$ cat src/logic/fault_prot_defs.svh
// fault protection constants: register offsets, field positions, reset values, timing
// assumes a 100 MHz core clock; all times rounded to whole clock cycles
`ifndef FAULT_PROT_DEFS_SVH
`define FAULT_PROT_DEFS_SVH

`define CLK_MHZ 100
// register byte offsets
`define ADDR_CTRL 8'h00
`define ADDR_FCFG 8'h04
`define ADDR_STATUS 8'h08
`define ADDR_IRQ_ST 8'h0c
`define ADDR_IRQ_MASK 8'h10
// control word fields
`define CTRL_EN_BIT 0
`define CTRL_OTSEL_LO 1
`define CTRL_OTSEL_HI 2
`define CTRL_LSDIS_BIT 4
`define CTRL_HSDIS_BIT 5
// fault config word fields
`define FCFG_LS_LO 0
`define FCFG_LS_HI 3
`define FCFG_HS_LO 8
`define FCFG_HS_HI 11
`define FCFG_FILT_LO 16
`define FCFG_FILT_HI 17
`define FCFG_DELAY_BIT 18
// reset values
`define LS_LEVEL_RST 4'h6
`define HS_LEVEL_MIN 4'h2
`define FILT_RST 2'h1
`define IRQ_BITS 6
// spike filter times (ns) and cycle counts, least times rounded up
`define FILT0_NS 100
`define FILT1_NS 1000
`define FILT2_NS 2000
`define FILT3_NS 3000
`define FILT0_CYC ((`FILT0_NS * `CLK_MHZ + 999) / 1000)
`define FILT1_CYC ((`FILT1_NS * `CLK_MHZ + 999) / 1000)
`define FILT2_CYC ((`FILT2_NS * `CLK_MHZ + 999) / 1000)
`define FILT3_CYC ((`FILT3_NS * `CLK_MHZ + 999) / 1000)
// detection blanking after bridge switching
`define BLANK0_NS 750
`define BLANK1_NS 1500
`define BLANK0_CYC ((`BLANK0_NS * `CLK_MHZ + 999) / 1000)
`define BLANK1_CYC ((`BLANK1_NS * `CLK_MHZ + 999) / 1000)
// retry timing: bridge off time per retry, clean run time that forgets retries
`define RETRY_OFF_NS 2000
`define RETRY_HOLD_NS 40000
`define RETRY_OFF_CYC ((`RETRY_OFF_NS * `CLK_MHZ + 999) / 1000)
`define RETRY_HOLD_CYC ((`RETRY_HOLD_NS * `CLK_MHZ + 999) / 1000)
`define RETRY_MAX 2'h3

`endif

$ cat src/logic/fault_prot_pkg.sv
// types shared by the fault protection block
// constants live in fault_prot_defs.svh
package fault_prot_pkg;
  // per-bridge short handling; gray codes along run -> retry -> latched
  typedef enum logic [1:0] {
    BR_RUN = 2'b00,
    BR_RETRY = 2'b01,
    BR_LATCH = 2'b11
  } bridge_state_t;

  // fault detector configuration as held in its register
  typedef struct packed {
    logic blank_long;
    logic [1:0] filt_sel;
    logic [3:0] hs_level;
    logic [3:0] ls_level;
  } fault_cfg_t;

  // driver control word
  typedef struct packed {
    logic hs_dis;
    logic ls_dis;
    logic [1:0] ot_sel;
    logic drv_en;
  } ctrl_t;
endpackage : fault_prot_pkg

$ cat src/logic/spike_filter.sv
// spike filter for one synchronised short detector line
// input must already be in the core clock domain
`timescale 1ns/100ps
`include "fault_prot_defs.svh"
`default_nettype none

module spike_filter (
  input wire logic core_clk_in,
  input wire logic rst_in,
  input wire logic raw_in,
  input wire logic [1:0] sel_in,
  output logic filtered_out
);
  logic [8:0] cnt_q;
  logic [8:0] cnt_d;
  logic out_q;
  logic out_d;
  logic [8:0] thr;

  always_comb begin
    unique case (sel_in)
      2'h0: thr = 9'(`FILT0_CYC);
      2'h1: thr = 9'(`FILT1_CYC);
      2'h2: thr = 9'(`FILT2_CYC);
      2'h3: thr = 9'(`FILT3_CYC);
    endcase
  end

  // any low sample restarts the count, so spikes shorter than thr vanish
  always_comb begin
    cnt_d = cnt_q;
    out_d = 1'b0;
    if (!raw_in) begin
      cnt_d = 9'h000;
    end else if (cnt_q < thr - 9'h001) begin
      cnt_d = cnt_q + 9'h001;
    end else begin
      out_d = 1'b1;
    end
  end

  always_ff @(posedge core_clk_in or posedge rst_in) begin
    if (rst_in) begin
      cnt_q <= 9'h000;
      out_q <= 1'b0;
    end else begin
      cnt_q <= cnt_d;
      out_q <= out_d;
    end
  end

  assign filtered_out = out_q;
endmodule : spike_filter

`default_nettype wire

$ cat src/logic/motor_driver_fault_protection.sv
// temperature, short and open load protection for a two-bridge motor driver
// assumes analog comparator and detector levels arrive asynchronously on pins,
// chopper strobes and standstill come from logic on core_clk_in
`timescale 1ns/100ps
`include "fault_prot_defs.svh"
`default_nettype none

// Contract
// - prewarn flag, shutdown with three selectable levels
// - shutdown holds until prewarn clears
// - three retries, then latch bridge off
// - switch off affected bridge, flag detector
// - restart only after disable then enable
// - two-bit spike filter, 100ns to 3us
// - blank detection 750ns or 1500ns
// - lowside disable ignores supply short
// - highside disable ignores ground short
// - highside level 2..15, reset from otp
// - programmable lowside overcurrent level
// - open load when current not reached
// - no open load check at standstill
// - open load flags are status only; they also set irq status bits 5:4
module motor_driver_fault_protection (
  input wire logic core_clk_in,
  input wire logic rst_in,
  input wire logic [7:0] reg_addr_in,
  input wire logic [31:0] reg_wdata_in,
  input wire logic reg_wr_in,
  input wire logic reg_rd_in,
  output logic [31:0] reg_rdata_out,
  input wire logic [3:0] temp_cmp_in,
  input wire logic [1:0] short_gnd_in,
  input wire logic [1:0] short_sup_in,
  input wire logic [1:0] bridge_switch_in,
  input wire logic [1:0] chop_cycle_end_in,
  input wire logic [1:0] current_reached_in,
  input wire logic standstill_in,
  input wire logic [3:0] otp_highside_level_in,
  output logic [1:0] bridge_enable_out,
  output logic [3:0] lowside_fault_level_out,
  output logic [3:0] highside_fault_level_out,
  output logic irq_out
);
  // pin synchronisers: stage 1 feeds stage 2 only
  logic [7:0] sync1_q;
  logic [7:0] sync2_q;
  logic [3:0] temp_s;
  logic [1:0] gnd_s;
  logic [1:0] sup_s;
  logic [1:0] filt_gnd;
  logic [1:0] filt_sup;

  fault_prot_pkg::ctrl_t ctrl_q;
  fault_prot_pkg::ctrl_t ctrl_d;
  fault_prot_pkg::fault_cfg_t cfg_q;
  fault_prot_pkg::fault_cfg_t cfg_d;
  logic otp_done_q;
  logic otp_done_d;
  logic prewarn_q;
  logic prewarn_d;
  logic ot_shut_q;
  logic ot_shut_d;
  logic ot_level;
  fault_prot_pkg::bridge_state_t br_st_q [2];
  fault_prot_pkg::bridge_state_t br_st_d [2];
  logic [1:0] retry_q [2];
  logic [1:0] retry_d [2];
  logic [11:0] tmr_q [2];
  logic [11:0] tmr_d [2];
  logic [7:0] blank_q [2];
  logic [7:0] blank_d [2];
  logic [1:0] gnd_flag_q;
  logic [1:0] gnd_flag_d;
  logic [1:0] sup_flag_q;
  logic [1:0] sup_flag_d;
  logic [1:0] latch_ev;
  logic [1:0] ol_q;
  logic [1:0] ol_d;
  logic [1:0] br_en_q;
  logic [1:0] br_en_d;
  logic [`IRQ_BITS-1:0] irq_st_q;
  logic [`IRQ_BITS-1:0] irq_st_d;
  logic [`IRQ_BITS-1:0] irq_mask_q;
  logic [`IRQ_BITS-1:0] irq_mask_d;
  logic [`IRQ_BITS-1:0] irq_ev;
  logic irq_q;
  logic irq_d;
  logic [31:0] rdata_q;
  logic [31:0] rdata_d;
  logic [31:0] status_word;
  logic [7:0] blank_len;
  logic en_rise;
  logic wr_ctrl;
  logic wr_fcfg;
  logic [3:0] hs_wr;

  // two-flop synchronisers for comparator and detector pins
  always_ff @(posedge core_clk_in or posedge rst_in) begin
    if (rst_in) begin
      sync1_q <= 8'h00;
      sync2_q <= 8'h00;
    end else begin
      sync1_q <= {short_sup_in, short_gnd_in, temp_cmp_in};
      sync2_q <= sync1_q;
    end
  end

  assign temp_s = sync2_q[3:0];
  assign gnd_s = sync2_q[5:4];
  assign sup_s = sync2_q[7:6];

  // one filter per detector line, same setting for all four
  genvar gi;
  generate
    for (gi = 0; gi < 2; gi++) begin : g_filt
      spike_filter u_gnd (
        .core_clk_in(core_clk_in),
        .rst_in(rst_in),
        .raw_in(gnd_s[gi]),
        .sel_in(cfg_q.filt_sel),
        .filtered_out(filt_gnd[gi])
      );
      spike_filter u_sup (
        .core_clk_in(core_clk_in),
        .rst_in(rst_in),
        .raw_in(sup_s[gi]),
        .sel_in(cfg_q.filt_sel),
        .filtered_out(filt_sup[gi])
      );
    end
  endgenerate

  assign wr_ctrl = reg_wr_in && (reg_addr_in == `ADDR_CTRL);
  assign wr_fcfg = reg_wr_in && (reg_addr_in == `ADDR_FCFG);
  assign hs_wr = reg_wdata_in[`FCFG_HS_HI:`FCFG_HS_LO];

  // control and configuration registers
  always_comb begin
    ctrl_d = ctrl_q;
    cfg_d = cfg_q;
    otp_done_d = 1'b1;
    if (wr_ctrl) begin
      ctrl_d.drv_en = reg_wdata_in[`CTRL_EN_BIT];
      ctrl_d.ot_sel = reg_wdata_in[`CTRL_OTSEL_HI:`CTRL_OTSEL_LO];
      ctrl_d.ls_dis = reg_wdata_in[`CTRL_LSDIS_BIT];
      ctrl_d.hs_dis = reg_wdata_in[`CTRL_HSDIS_BIT];
    end
    if (!otp_done_q) begin
      cfg_d.hs_level = (otp_highside_level_in < `HS_LEVEL_MIN) ?
                       `HS_LEVEL_MIN : otp_highside_level_in;
    end
    if (wr_fcfg) begin
      cfg_d.ls_level = reg_wdata_in[`FCFG_LS_HI:`FCFG_LS_LO];
      cfg_d.hs_level = (hs_wr < `HS_LEVEL_MIN) ? `HS_LEVEL_MIN : hs_wr;
      cfg_d.filt_sel = reg_wdata_in[`FCFG_FILT_HI:`FCFG_FILT_LO];
      cfg_d.blank_long = reg_wdata_in[`FCFG_DELAY_BIT];
    end
  end

  // otp strap is caught by the first clocked cycle after reset release
  always_ff @(posedge core_clk_in or posedge rst_in) begin
    if (rst_in) begin
      ctrl_q <= '0;
      cfg_q <= {1'b0, `FILT_RST, `HS_LEVEL_MIN, `LS_LEVEL_RST};
      otp_done_q <= 1'b0;
    end else begin
      ctrl_q <= ctrl_d;
      cfg_q <= cfg_d;
      otp_done_q <= otp_done_d;
    end
  end

  always_comb begin
    unique case (ctrl_q.ot_sel)
      2'h0: ot_level = temp_s[1];
      2'h1: ot_level = temp_s[2];
      2'h2: ot_level = temp_s[3];
      2'h3: ot_level = temp_s[3];
    endcase
  end

  // thermal state; hysteresis down to prewarn stops heating cycles
  always_comb begin
    prewarn_d = temp_s[0];
    ot_shut_d = ot_shut_q;
    if (ot_level) begin
      ot_shut_d = 1'b1;
    end else if (!temp_s[0]) begin
      ot_shut_d = 1'b0;
    end
  end

  always_ff @(posedge core_clk_in or posedge rst_in) begin
    if (rst_in) begin
      prewarn_q <= 1'b0;
      ot_shut_q <= 1'b0;
    end else begin
      prewarn_q <= prewarn_d;
      ot_shut_q <= ot_shut_d;
    end
  end

  assign en_rise = ctrl_d.drv_en && !ctrl_q.drv_en;
  assign blank_len = cfg_q.blank_long ? 8'(`BLANK1_CYC) : 8'(`BLANK0_CYC);

  // per-bridge short handling with retry and latch
  always_comb begin
    logic det_g;
    logic det_s;
    det_g = 1'b0;
    det_s = 1'b0;
    gnd_flag_d = gnd_flag_q;
    sup_flag_d = sup_flag_q;
    latch_ev = 2'b00;
    for (int i = 0; i < 2; i++) begin
      br_st_d[i] = br_st_q[i];
      retry_d[i] = retry_q[i];
      tmr_d[i] = tmr_q[i];
      blank_d[i] = blank_q[i];
      det_g = filt_gnd[i] && !ctrl_q.hs_dis;
      det_s = filt_sup[i] && !ctrl_q.ls_dis;
      if (bridge_switch_in[i]) begin
        blank_d[i] = blank_len;
      end else if (blank_q[i] != 8'h00) begin
        blank_d[i] = blank_q[i] - 8'h01;
      end
      if (!ctrl_q.drv_en) begin
        br_st_d[i] = fault_prot_pkg::BR_RUN;
        retry_d[i] = 2'h0;
        tmr_d[i] = 12'h000;
      end else begin
        unique case (br_st_q[i])
          fault_prot_pkg::BR_RUN: begin
            if (br_en_q[i] && blank_q[i] == 8'h00 && (det_g || det_s)) begin
              if (retry_q[i] == `RETRY_MAX) begin
                br_st_d[i] = fault_prot_pkg::BR_LATCH;
                latch_ev[i] = 1'b1;
                gnd_flag_d[i] = gnd_flag_q[i] | det_g;
                sup_flag_d[i] = sup_flag_q[i] | det_s;
              end else begin
                br_st_d[i] = fault_prot_pkg::BR_RETRY;
                retry_d[i] = retry_q[i] + 2'h1;
                tmr_d[i] = 12'(`RETRY_OFF_CYC);
              end
            end else if (tmr_q[i] != 12'h000) begin
              tmr_d[i] = tmr_q[i] - 12'h001;
            end else begin
              retry_d[i] = 2'h0; // clean run forgets single events
            end
          end
          fault_prot_pkg::BR_RETRY: begin
            if (tmr_q[i] != 12'h000) begin
              tmr_d[i] = tmr_q[i] - 12'h001;
            end else begin
              br_st_d[i] = fault_prot_pkg::BR_RUN;
              tmr_d[i] = 12'(`RETRY_HOLD_CYC);
              blank_d[i] = blank_len;
            end
          end
          fault_prot_pkg::BR_LATCH: begin
            br_st_d[i] = fault_prot_pkg::BR_LATCH;
          end
          default: begin
            br_st_d[i] = fault_prot_pkg::BR_LATCH; // illegal code fails safe
          end
        endcase
      end
      if (en_rise) begin
        gnd_flag_d[i] = 1'b0;
        sup_flag_d[i] = 1'b0;
      end
      br_en_d[i] = ctrl_d.drv_en && !ot_shut_d && br_st_d[i] == fault_prot_pkg::BR_RUN;
    end
  end

  always_ff @(posedge core_clk_in or posedge rst_in) begin
    if (rst_in) begin
      for (int i = 0; i < 2; i++) begin
        br_st_q[i] <= fault_prot_pkg::BR_RUN;
        retry_q[i] <= 2'h0;
        tmr_q[i] <= 12'h000;
        blank_q[i] <= 8'h00;
      end
      gnd_flag_q <= 2'b00;
      sup_flag_q <= 2'b00;
      br_en_q <= 2'b00;
    end else begin
      for (int i = 0; i < 2; i++) begin
        br_st_q[i] <= br_st_d[i];
        retry_q[i] <= retry_d[i];
        tmr_q[i] <= tmr_d[i];
        blank_q[i] <= blank_d[i];
      end
      gnd_flag_q <= gnd_flag_d;
      sup_flag_q <= sup_flag_d;
      br_en_q <= br_en_d;
    end
  end

  // open load evaluation at each chopper cycle end
  always_comb begin
    ol_d = ol_q;
    for (int i = 0; i < 2; i++) begin
      if (chop_cycle_end_in[i] && !standstill_in && br_en_q[i]) begin
        ol_d[i] = !current_reached_in[i];
      end
    end
  end

  always_ff @(posedge core_clk_in or posedge rst_in) begin
    if (rst_in) begin
      ol_q <= 2'b00;
    end else begin
      ol_q <= ol_d;
    end
  end

  // sticky interrupt status: a new event beats a same-cycle clear
  always_comb begin
    irq_ev = {ol_d & ~ol_q, latch_ev, ot_shut_d & !ot_shut_q, prewarn_d & !prewarn_q};
    irq_st_d = irq_st_q;
    irq_mask_d = irq_mask_q;
    if (reg_wr_in && reg_addr_in == `ADDR_IRQ_ST) begin
      irq_st_d = irq_st_q & ~reg_wdata_in[`IRQ_BITS-1:0];
    end
    if (reg_wr_in && reg_addr_in == `ADDR_IRQ_MASK) begin
      irq_mask_d = reg_wdata_in[`IRQ_BITS-1:0];
    end
    irq_st_d = irq_st_d | irq_ev;
    irq_d = |(irq_st_d & irq_mask_d);
  end

  always_ff @(posedge core_clk_in or posedge rst_in) begin
    if (rst_in) begin
      irq_st_q <= '0;
      irq_mask_q <= '0;
      irq_q <= 1'b0;
    end else begin
      irq_st_q <= irq_st_d;
      irq_mask_q <= irq_mask_d;
      irq_q <= irq_d;
    end
  end

  assign status_word = {21'h000000, ot_level, br_en_q, ol_q, sup_flag_q, gnd_flag_q,
                        ot_shut_q, prewarn_q};

  // read mux; unmapped offsets read zero
  always_comb begin
    rdata_d = 32'h0000_0000;
    if (reg_rd_in) begin
      unique case (reg_addr_in)
        `ADDR_CTRL: rdata_d = {26'h0000000, ctrl_q.hs_dis, ctrl_q.ls_dis, 1'b0,
                               ctrl_q.ot_sel, ctrl_q.drv_en};
        `ADDR_FCFG: rdata_d = {13'h0000, cfg_q.blank_long, cfg_q.filt_sel, 4'h0,
                               cfg_q.hs_level, 4'h0, cfg_q.ls_level};
        `ADDR_STATUS: rdata_d = status_word;
        `ADDR_IRQ_ST: rdata_d = {26'h0000000, irq_st_q};
        `ADDR_IRQ_MASK: rdata_d = {26'h0000000, irq_mask_q};
        default: rdata_d = 32'h0000_0000;
      endcase
    end
  end

  always_ff @(posedge core_clk_in or posedge rst_in) begin
    if (rst_in) begin
      rdata_q <= 32'h0000_0000;
    end else begin
      rdata_q <= rdata_d;
    end
  end

  assign reg_rdata_out = rdata_q;
  assign bridge_enable_out = br_en_q;
  assign lowside_fault_level_out = cfg_q.ls_level;
  assign highside_fault_level_out = cfg_q.hs_level;
  assign irq_out = irq_q;
endmodule : motor_driver_fault_protection

`default_nettype wire

$ cat config.mk
export PLATFORM = sky130hd
export DESIGN_NAME = motor_driver_fault_protection
export DESIGN_NICKNAME = d
export VERILOG_FILES = /design/src/logic/fault_prot_pkg.sv /design/src/logic/spike_filter.sv /design/src/logic/motor_driver_fault_protection.sv
export VERILOG_INCLUDE_DIRS = /design/src /design/src/logic
export SDC_FILE = /design/constraint.sdc
export NUM_CORES = 1
export LEC_CHECK = 0
export BUFFER_PORTS_ARGS = -buffer_cell sky130_fd_sc_hd__buf_2
export CAP_MARGIN = 20
export CORE_AREA = 5 5 153 155
export CTS_BUF_LIST = sky130_fd_sc_hd__clkbuf_2 sky130_fd_sc_hd__clkbuf_4 sky130_fd_sc_hd__clkbuf_8
export CTS_CLUSTER_SIZE = 25
export DETAILED_ROUTE_END_ITERATION = 16
export DIE_AREA = 0 0 158 160
export SLEW_MARGIN = 0
export SYNTH_ARGS = -nofsm -noshare
export SYNTH_HDL_FRONTEND = slang
export SYNTH_SLANG_ARGS = --single-unit
$ cat constraint.sdc
create_clock -name core_clk_in -period 7.9 [get_ports core_clk_in]
set_input_delay 0.79 -clock core_clk_in [delete_from_list [all_inputs] [get_ports core_clk_in]]
set_output_delay 0.79 -clock core_clk_in [all_outputs]
set_load 0.02 [all_outputs]
== After elaboration in Yosys (flattened, before gate mapping) ==
Index checks and enable logic that the tools add are counted.

* Bits in registers: 176
* Memories: 0
* Output and inout bits: 43
* Latch bits: 0
* ROM bits: 0
* RAM bits: 0
* Logic and storage cells: 260
* Bits of input ports: 63

* Div/mod/pow operators: 0
* Reduce and logical (&&, ||, !) cells: 59
* Bitwise operators: 12
* Order comparisons: 6
* Multiplexer cells: 102
* Shifts and indexed selects: 0
* Equality and inequality tests: 31
* Add/subtract/negate cells: 11
* Multipliers: 0

{| class="wikitable"
|+ Operators by type and width
! operator !! number
|-
| $mux 12 || 10
|-
| $mux 8 || 12
|-
| $pmux 19 s5 || 1
|-
| $mux 9 || 8
|-
| $pmux 12 s2 || 2
|-
| $mux 1 || 41
|-
| $add 9x1->9 const B || 4
|-
| $lt 9x9->1 || 4
|-
| $mux 2 || 18
|-
| $pmux 9 s4 || 1
|-
| $logic_not 8->1 || 3
|-
| $reduce_bool 12->1 || 2
|-
| $sub 12x1->12 const B || 2
|-
| $logic_and 1x1->1 || 20
|-
| $mux 19 || 1
|-
| $eq 8x4->1 const B || 2
|-
| $ne 4x4->1 const B || 4
|-
| $reduce_bool 8->1 || 2
|-
| $sub 8x1->8 const B || 2
|-
| $ne 2x1->1 const B || 7
|-
| $reduce_bool 2->1 || 7
|-
| $and 6x6->6 || 2
|-
| $eq 2x2->1 const B || 6
|-
| $logic_not 2->1 || 6
|-
| other kinds (24) || 54
|}

== Depth between registers and ports, before layout ==
Gate-level depths: netlist of run 1.

* Depth in word-level cells: 10
* Gate-level depth with buffers: 10
* Mapped depth without buffers: 10

== Hierarchy ==
Synthesis of run 1 repeated with hierarchy kept, for this count alone.

* Cell total of the unflattened synthesis: 908
* Area, all modules: 9027.4 um2

{| class="wikitable"
|+ By module, submodules not included
! module !! sequential area each (um2) !! cells each !! area an instance (um2) !! instances
|-
| motor_driver_fault_protection || 2982.9 || 560 || 5829.3 || 1
|-
| spike_filter at g_filt[0].u_gnd ... || 250.2 || 87 || 798.3 || 3
|-
| spike_filter at g_filt[1].u_sup || 250.2 || 87 || 803.3 || 1
|}

== Worst setup path after synthesis of run 1 ==
OpenSTA, ideal clock, no wires.

* Kind: register to register
* From: register cfg_q[8] in the netlist's numbering
* To: register g_filt[0].u_sup.cnt_q[5]
* Arrival time: 2.706 ns
* Buffers on the path: 0
* Slack: 5.114 ns
* Required time: 7.821 ns
* Setup time: 0.079 ns
* Period minus slack after synthesis: 2.786 ns
* Cell stages (with the launch flop): 11
* Path through: dfstp_2 -> inv_1 -> ha_1 -> inv_1 -> ha_1 -> a21o_1 -> a21o_1 -> a21o_1 -> a21oi_1 -> and3_1 -> mux2i_1

* Longest elaborated chain between the ends: 5
* Elaborated cells on any way between the ends: 8
* Classes of those cells: add/sub: 1; order compare: 1; eq/ne: 4; mux: 1; reduce/logical: 1

{| class="wikitable"
|+ Ends and longest elaborated chain
! what !! RTL line !! text
|-
| from (decl) || motor_driver_fault_protection.sv:55 || <nowiki>fault_prot_pkg::fault_cfg_t cfg_q;</nowiki>
|-
| from (signal assigned) || motor_driver_fault_protection.sv:164 || <nowiki>cfg_q <= {1'b0, `FILT_RST, `HS_LEVEL_MIN, `LS_LEVEL_RST};</nowiki>
|-
| from (signal assigned) || motor_driver_fault_protection.sv:168 || <nowiki>cfg_q <= cfg_d;</nowiki>
|-
| $eq 2x2->1 (tied with other cells) || spike_filter.sv:21 || <nowiki>unique case (sel_in)</nowiki>
|-
| $pmux 9 s4 * || spike_filter.sv:21 ||
|-
| $sub 9x1->9 * || spike_filter.sv:35 || <nowiki>end else if (cnt_q < thr - 9'h001) begin</nowiki>
|-
| $lt 9x9->1 * || spike_filter.sv:35 ||
|-
| $ne 2x1->1 (no source line) * || n/a ||
|-
| to (signal assigned) || spike_filter.sv:47 || <nowiki>cnt_q <= cnt_d;</nowiki>
|-
| to (decl) || spike_filter.sv:14 || <nowiki>logic [8:0] cnt_q;</nowiki>
|}

Every way passes the cells marked *; elsewhere a longest branch is shown, timed or not. The select of a mux whose other input is x is not followed.
A chain may end at the register's enable or synchronous reset.

== Worst setup path after layout of run 1 ==
Ends and elaborated chain as after synthesis.

==> results.md, run 1 <==
- Status: finished clean
- CP endpoint kind: register
- Initial Util: 39.8%
- Hold_ws: 0.354 ns
- Synth Instances: 863
- I/O pins: 106
- Ys flop type: dfrtp_1
- Design Power: 0.00176 W
- Number of flops mapped to enable cells by yosys: 0
- Clock Sinks: 159
- Most used cell, CP: a21o_1
- DRT Pass-1 Iters: 6
- Number of global-route vias before repair: 6252
- WL/cell: 15.4 um
- Tot GR Track Use: 15.2%
- HP Class: register to register
- First-pass GRT wire length: 31.6 mm
- Diode count: 0
- Synth cell types: 68
- Post-synth top area cell: dfrtp_1
- Initial antenna violation count: 0
- Crit path max fanout: 10
- GRT Residual Overflow: 0
- PortBufs: 69
- Routed Antenna Nets: 0
- Layout cell share with drive strength beyond 1: 15.4%
- 1st-iter DRT viols: 307
- Chip Width: 158 um
- Mapped cell area: 0.00862 mm2
- Setup Crit Path Kind: register to register
- Main area contributors after synthesis: dfrtp_1, ha_1, mux2i_1, nand2_1, nor2_1
- RSZ-0062 raised after global routing: no
- Seq/Total Area, Yosys: 46.2%
- Dpl hpwl: 13.3 mm
- Via/cell ratio: 5.27
- Relative slew margins: 39.9%
- Die area: 0.0253 mm2
- Footprint of the multi-input gates: 0.00431 mm2
- Async SR Flop Fraction: 100%
- Placed Area: 0.00911 mm2
- Number of setup buffers added after CTS: 0
- CP delay by family, top: compound AO/OA/AOI/OAI gates
- Seq. cell area: 0.00398 mm2
- Crit path buffers/inverters: 2
- # resized after CTS: 0
- Pwr Density: 185 mW/mm2
- Clk buf depth: 2
- Slew @ Worst Pin: 0.902 ns
- DR DRC count: 0
- Slowest-stage cell, CP: dfstp_2
- Fill cell count: 2106
- Static leakage: 4.71 nW
- Psw: 0.000528 W
- Routed Wire Length: 18.7 mm
- Fin. max-slew vios: 0
- Max_cap viols: 0
- Nets: 1035
- Setup TNS: 0 ns
- Worst-Skew Late Latency: 0.45 ns
- Average cell area after synthesis: 9.99 um2
- Root buffer cell: clkbuf_8
- Clock power share: 33.7%
- Crit share post-route: 41.6%
- H-tree levels: 4
- Row count: 54
- Synth top area share: 45.0%
- Die Span Y: 160 um
- Tmin final: 3.29 ns
- Worst EP required: 8.28 ns
- Worst vdd rail ir drop: 109 uV
- Fin util: 43.8%
- CP cell instances: inv_1 -> ha_1 -> inv_1 -> ha_1 -> a21o_1 -> a21o_1 -> a21o_1 -> a21oi_1 -> and3_1 -> mux2i_1
- Cts bufs inserted: 17
- Core area: 0.0217 mm2
- WP data arrival: 3.67 ns
- CTS Hold Bufs: 0
- DR vias: 6409
- CP peak stage delay: 0.59 ns
- Synth warnings: 0
- Register share of total power: 51.0%
- Net Sw Frac: 30.1%
- Skew final: 0.0150 ns
- Comb pwr share: 15.3%
- Final setup fails: 0
- F_max: 0.304 GHz
- Area grow syn2layout: 10.2%
- Seq cells post-synth: 159
- Final GP Congestion: 0.818
- Reg clk slew, reported paths: 0.09 ns
- Count of final hold-check violations: 0
- CTS tree: done
- Cell internal pwr: 0.00123 W
- Design Area, Final: 0.00950 mm2
- Largest net degree at the start of global routing: 87
- Crit start category: register
-- cells in the final DEF (no fill, tap or decap), types with 6 or more instances in the layout --
cell type / instances
buf_2: 69
nor3_1: 19
a21o_1: 27
nor2b_1: 13
nand2_1: 81
nor4_1: 6
ha_1: 49
and2_1: 14
xor2_1: 13
conb_1: 18
xnor2_1: 11
a21oi_1: 42
o21ai_0: 35
mux2_2: 16
nor2_1: 78
a2111oi_0: 8
dfrtp_1: 155
nand3_1: 28
clkbuf_8: 18
and3_1: 10
a221oi_1: 7
o31ai_1: 7
mux2i_1: 33
nand4_1: 24
a22o_1: 6
inv_1: 26
nand2b_1: 22
-- through the flow --
step / setup WS [ns] / instances
detailed placement: 4.50 / 1184
floorplan: 2.83 / 879
finish: 4.61 / 1216
global placement: 4.55 / 1184
global route: 4.33 / 1216
CTS: 4.55 / 1216
-- power by group through the flow --
stage          sequential (W)  combinational, W  clock [W]
2_1_floorplan        0.000897          0.000224          0
3_3_place_gp         0.000911          0.000266          0
3_5_place_dp         0.000912          0.000270          0
4_1_cts              0.000896          0.000272   0.000615
5_1_grt              0.000903          0.000307   0.000656
6_report             0.000896          0.000269   0.000593
-- synthesized netlist by cell type, drive strengths merged, types with 3 or more instances --
| master | number |
|---|---|
| a2111oi | 8 |
| buf | 30 |
| nand4 | 24 |
| xor2 | 13 |
| o22ai | 4 |
| a21o | 27 |
| a21oi | 42 |
| o22a | 4 |
| nand2 | 82 |
| or4 | 5 |
| nor3b | 6 |
| a211o | 4 |
| nor3 | 19 |
| nand3 | 28 |
| and3 | 10 |
| nor2 | 80 |
| nand2b | 22 |
| and2 | 14 |
| o31ai | 7 |
| nor4 | 9 |
| dfstp | 4 |
| and4 | 4 |
| o211ai | 3 |
| o21ai | 36 |
| mux2i | 33 |
| mux2 | 16 |
| nor4b | 4 |
| dfrtp | 155 |
| or3 | 4 |
| clkbuf | 16 |
| a22o | 6 |
| a221oi | 7 |
| inv | 27 |
| xnor2 | 11 |
| nor2b | 13 |
| a31oi | 4 |
| ha | 49 |
| a211oi | 4 |
-- routing by layer --
metal | part of all wire (%) | GRT usage [%]
met5 | 0 | 0
met2 | 47 | 24.3
met1 | 48 | 21.3
met4 | 0.92 | 3.49
met3 | 4.4 | 3.38
-- final timing paths --
kind	slack, ns	cells past startpoint	endpoint	from
min reg2reg	0.35	0	sync2_q[4]	sync1_q[4]
max in group asynchronous	5.99	3	cfg_q[10]	rst_in
min in group asynchronous	0.47	2	tmr_q[23]	rst_in
max reg2reg	4.61	10	g_filt[0].u_sup.cnt_q[5]	cfg_q[8]
min	0.35	0	sync2_q[4]	sync1_q[4]
max	4.61	10	g_filt[0].u_sup.cnt_q[5]	cfg_q[8]
-- registers in the layout, summed over array words and instances (netlist names), 5 cells and up --
| register | flops |
|---|---|
| g_filt.u_gnd.cnt_q | 18 |
| tmr_q | 24 |
| sync2_q | 8 |
| blank_q | 16 |
| g_filt.u_sup.cnt_q | 18 |
| sync1_q | 8 |
| irq_st_q | 6 |
| reg_rdata_out | 15 |
| irq_mask_q | 6 |
| ctrl_q | 5 |
-- cells by family after synthesis --
family	Yosys count	synth area share, %
compound gates	175	13.7
xor+xnor	24	2.44
fa+ha+maj	49	7.11
buf+inv	73	4.47
flops	159	46.2
mux	49	5.92
other cells	2	0.0871
simple gates	332	20.0
-- area by class of cell --
class | instances | share of cell area (%)
clock inverter | 13 | 1.37
multi-input combinational | 647 | 45.4
timing repair buffer | 71 | 3.79
clock buffer | 19 | 2.69
tap | 280 | 3.69
sequential | 159 | 41.9
inverter | 27 | 1.12
Note: power is estimated with default switching activity, not from simulation.
==> run 2: changes to the inputs <==
- clock period: 7.9 -> 2.86 ns (I/O delays scaled with it)
==> run 2 against run 1 <==
  * Clock skew is 0.0040 ns lower
  * Sequential power increased to 2.8 times the previous value
  * Total power rose to 2.8 times the previous value
  * Largest cell class unchanged
  * Design area is 4.3% higher
  * Register-to-register slack got worse by 4.5 ns
==> results.md, run 2 (synthesis gave the netlist of run 1 again) <==
- Pwr Density: 497 mW/mm2
- Largest net degree at the start of global routing: 68
- Root buffer cell: clkbuf_8
- CP delay by family, top: compound AO/OA/AOI/OAI gates
- Initial antenna violation count: 1
- 1st-iter DRT viols: 280
- Slowest-stage cell, CP: dfstp_2
- Fin. max-slew vios: 0
- Nets: 1076
- Dpl hpwl: 13.9 mm
- Largest register by flop count: tmr_q
- H-tree levels: 4
- PortBufs: 69
- CP endpoint kind: register
- CTS tree: done
- Worst vdd rail ir drop: 251 uV
- Core area: 0.0217 mm2
- Status: finished clean
- Final setup fails: 0
- WL/cell: 15.0 um
- Routed Antenna Nets: 0
- Worst-Skew Late Latency: 0.46 ns
- F_max: 0.363 GHz
- Fill cell count: 2075
- DRT Pass-1 Iters: 4
- DR DRC count: 0
- CP cell instances: inv_1 -> ha_1 -> ha_1 -> a21o_1 -> a21o_1 -> a211o_1 -> a2111oi_2 -> xor2_1 -> and2_1
- Area grow syn2layout: 14.9%
- Initial Util: 39.8%
- Number of global-route vias before repair: 6291
- Most frequent cells in the layout: dfrtp_1, nand2_1, nor2_1
- Static leakage: 4.91 nW
- GRT Residual Overflow: 0
- Largest register FFs: 24
- DR vias: 6492
- Layout cell share with drive strength beyond 1: 18.8%
- Chip Width: 158 um
- Max_cap viols: 0
- Top flop regs: tmr_q: 24 flops, g_filt.u_gnd.cnt_q: 18 flops, g_filt.u_sup.cnt_q: 18 flops
- Die area: 0.0253 mm2
- Commonest non-fill, non-tap cell in the layout: dfrtp_1
- Setup WS pre-CTS: 0.0316 ns
- Finished Layout Cells: 1258
- CP peak stage delay: 0.54 ns
- Skew final: 0.0109 ns
- Tmin final: 2.76 ns
- Crit share post-route: 96.4%
- I/O pins: 106
- First-pass GRT wire length: 31.5 mm
- Worst EP required: 3.22 ns
- Crit path buffers/inverters: 1
- Relative slew margins: 50.4%
- Worst setup margin: 0.103 ns
- HP Class: input pin to register
- Clock Sinks: 159
- Cts bufs inserted: 17
- Count of final hold-check violations: 0
- Crit path max fanout: 5
- Via/cell ratio: 5.16
- RSZ-0062 raised after global routing: yes
- Setup Crit Path Kind: register to register
- Tot GR Track Use: 15.1%
- Row count: 54
- Routed Wire Length: 18.8 mm
- DP Cell Count: 1215
- Design Power: 0.00493 W
- Crit start category: register
- Number of setup buffers added after CTS: 0
- Slew @ Worst Pin: 0.743 ns
- Reg clk slew, reported paths: 0.09 ns
- Die Span Y: 160 um
- Clk buf depth: 2
- Final GP Congestion: 0.809
- WP data arrival: 3.12 ns
- Fin util: 45.7%
run 2: worst register-to-register path, cell delays in order, from the launching register on:
cell and delay (ns):
dfstp_2 0.54, inv_1 0.07, ha_1 0.31, ha_1 0.30, a21o_1 0.17, a21o_1 0.17
a211o_1 0.38, a2111oi_2 0.44, xor2_1 0.11, and2_1 0.17
run 2: final cells by class:
cell class	count	area, um2	share of cell area [%]
tap	280	350	3.54
multi-input combinational	647	4370	44.1
inverter	27	105	1.06
clock buffer	17	234	2.36
sequential	159	3980	40.2
clock inverter	15	150	1.52
timing repair buffer	112	718	7.25
antenna	1	2.50	0.0253
run 2: power by group:
group | total, W | internal [W] | switching [W]
sequential | 0.00247 | 0.00235 | 0.000125
combinational | 0.000811 | 0.000352 | 0.000459
clock | 0.00164 | 0.000719 | 0.000926
run 2: what timing repair did:
action,in CTS,in global routing
endpoints found under the hold margin,38,0
pin swaps,0,0
hold buffers,10,0
endpoints found under the setup margin,1,13
resized for setup,1,16
run 2: worst paths after layout:
path	from	to	slack [ns]	depth (start not counted)
min	current_reached_in[1]	ol_q[1]	0.04	2
max reg2reg	cfg_q[8]	g_filt[0].u_gnd.cnt_q[8]	0.10	9
max	cfg_q[8]	g_filt[0].u_gnd.cnt_q[8]	0.10	9
max in group asynchronous	rst_in	highside_fault_level_out[1]	1.55	4
min in group asynchronous	rst_in	g_filt[1].u_sup.cnt_q[3]	0.49	3
min reg2reg	sync1_q[2]	sync2_q[2]	0.35	0
run 2: through the flow:
step | hold WS (ns) | setup TNS (ns) | area (um2)
6_report | 0.0449 | 0 | 9910
5_1_grt | 0.0303 | -0.0661 | 9910
4_1_cts | 0.0154 | 0 | 9860
3_5_place_dp | 0.335 | 0 | 9370
3_3_place_gp | 0.334 | 0 | 9370
2_1_floorplan | 0.317 | 0 | 8690
run 2: per-layer routing:
metal	vias up	part of all wire, %	wire, um	track usage (%)
met1	3124	48	9120	21.6
met5	-	0	0	0
li1	3258	-	-	-
met4	0	1.2	224	3.68
met2	91	46	8690	23.4
met3	19	4.3	811	3.36
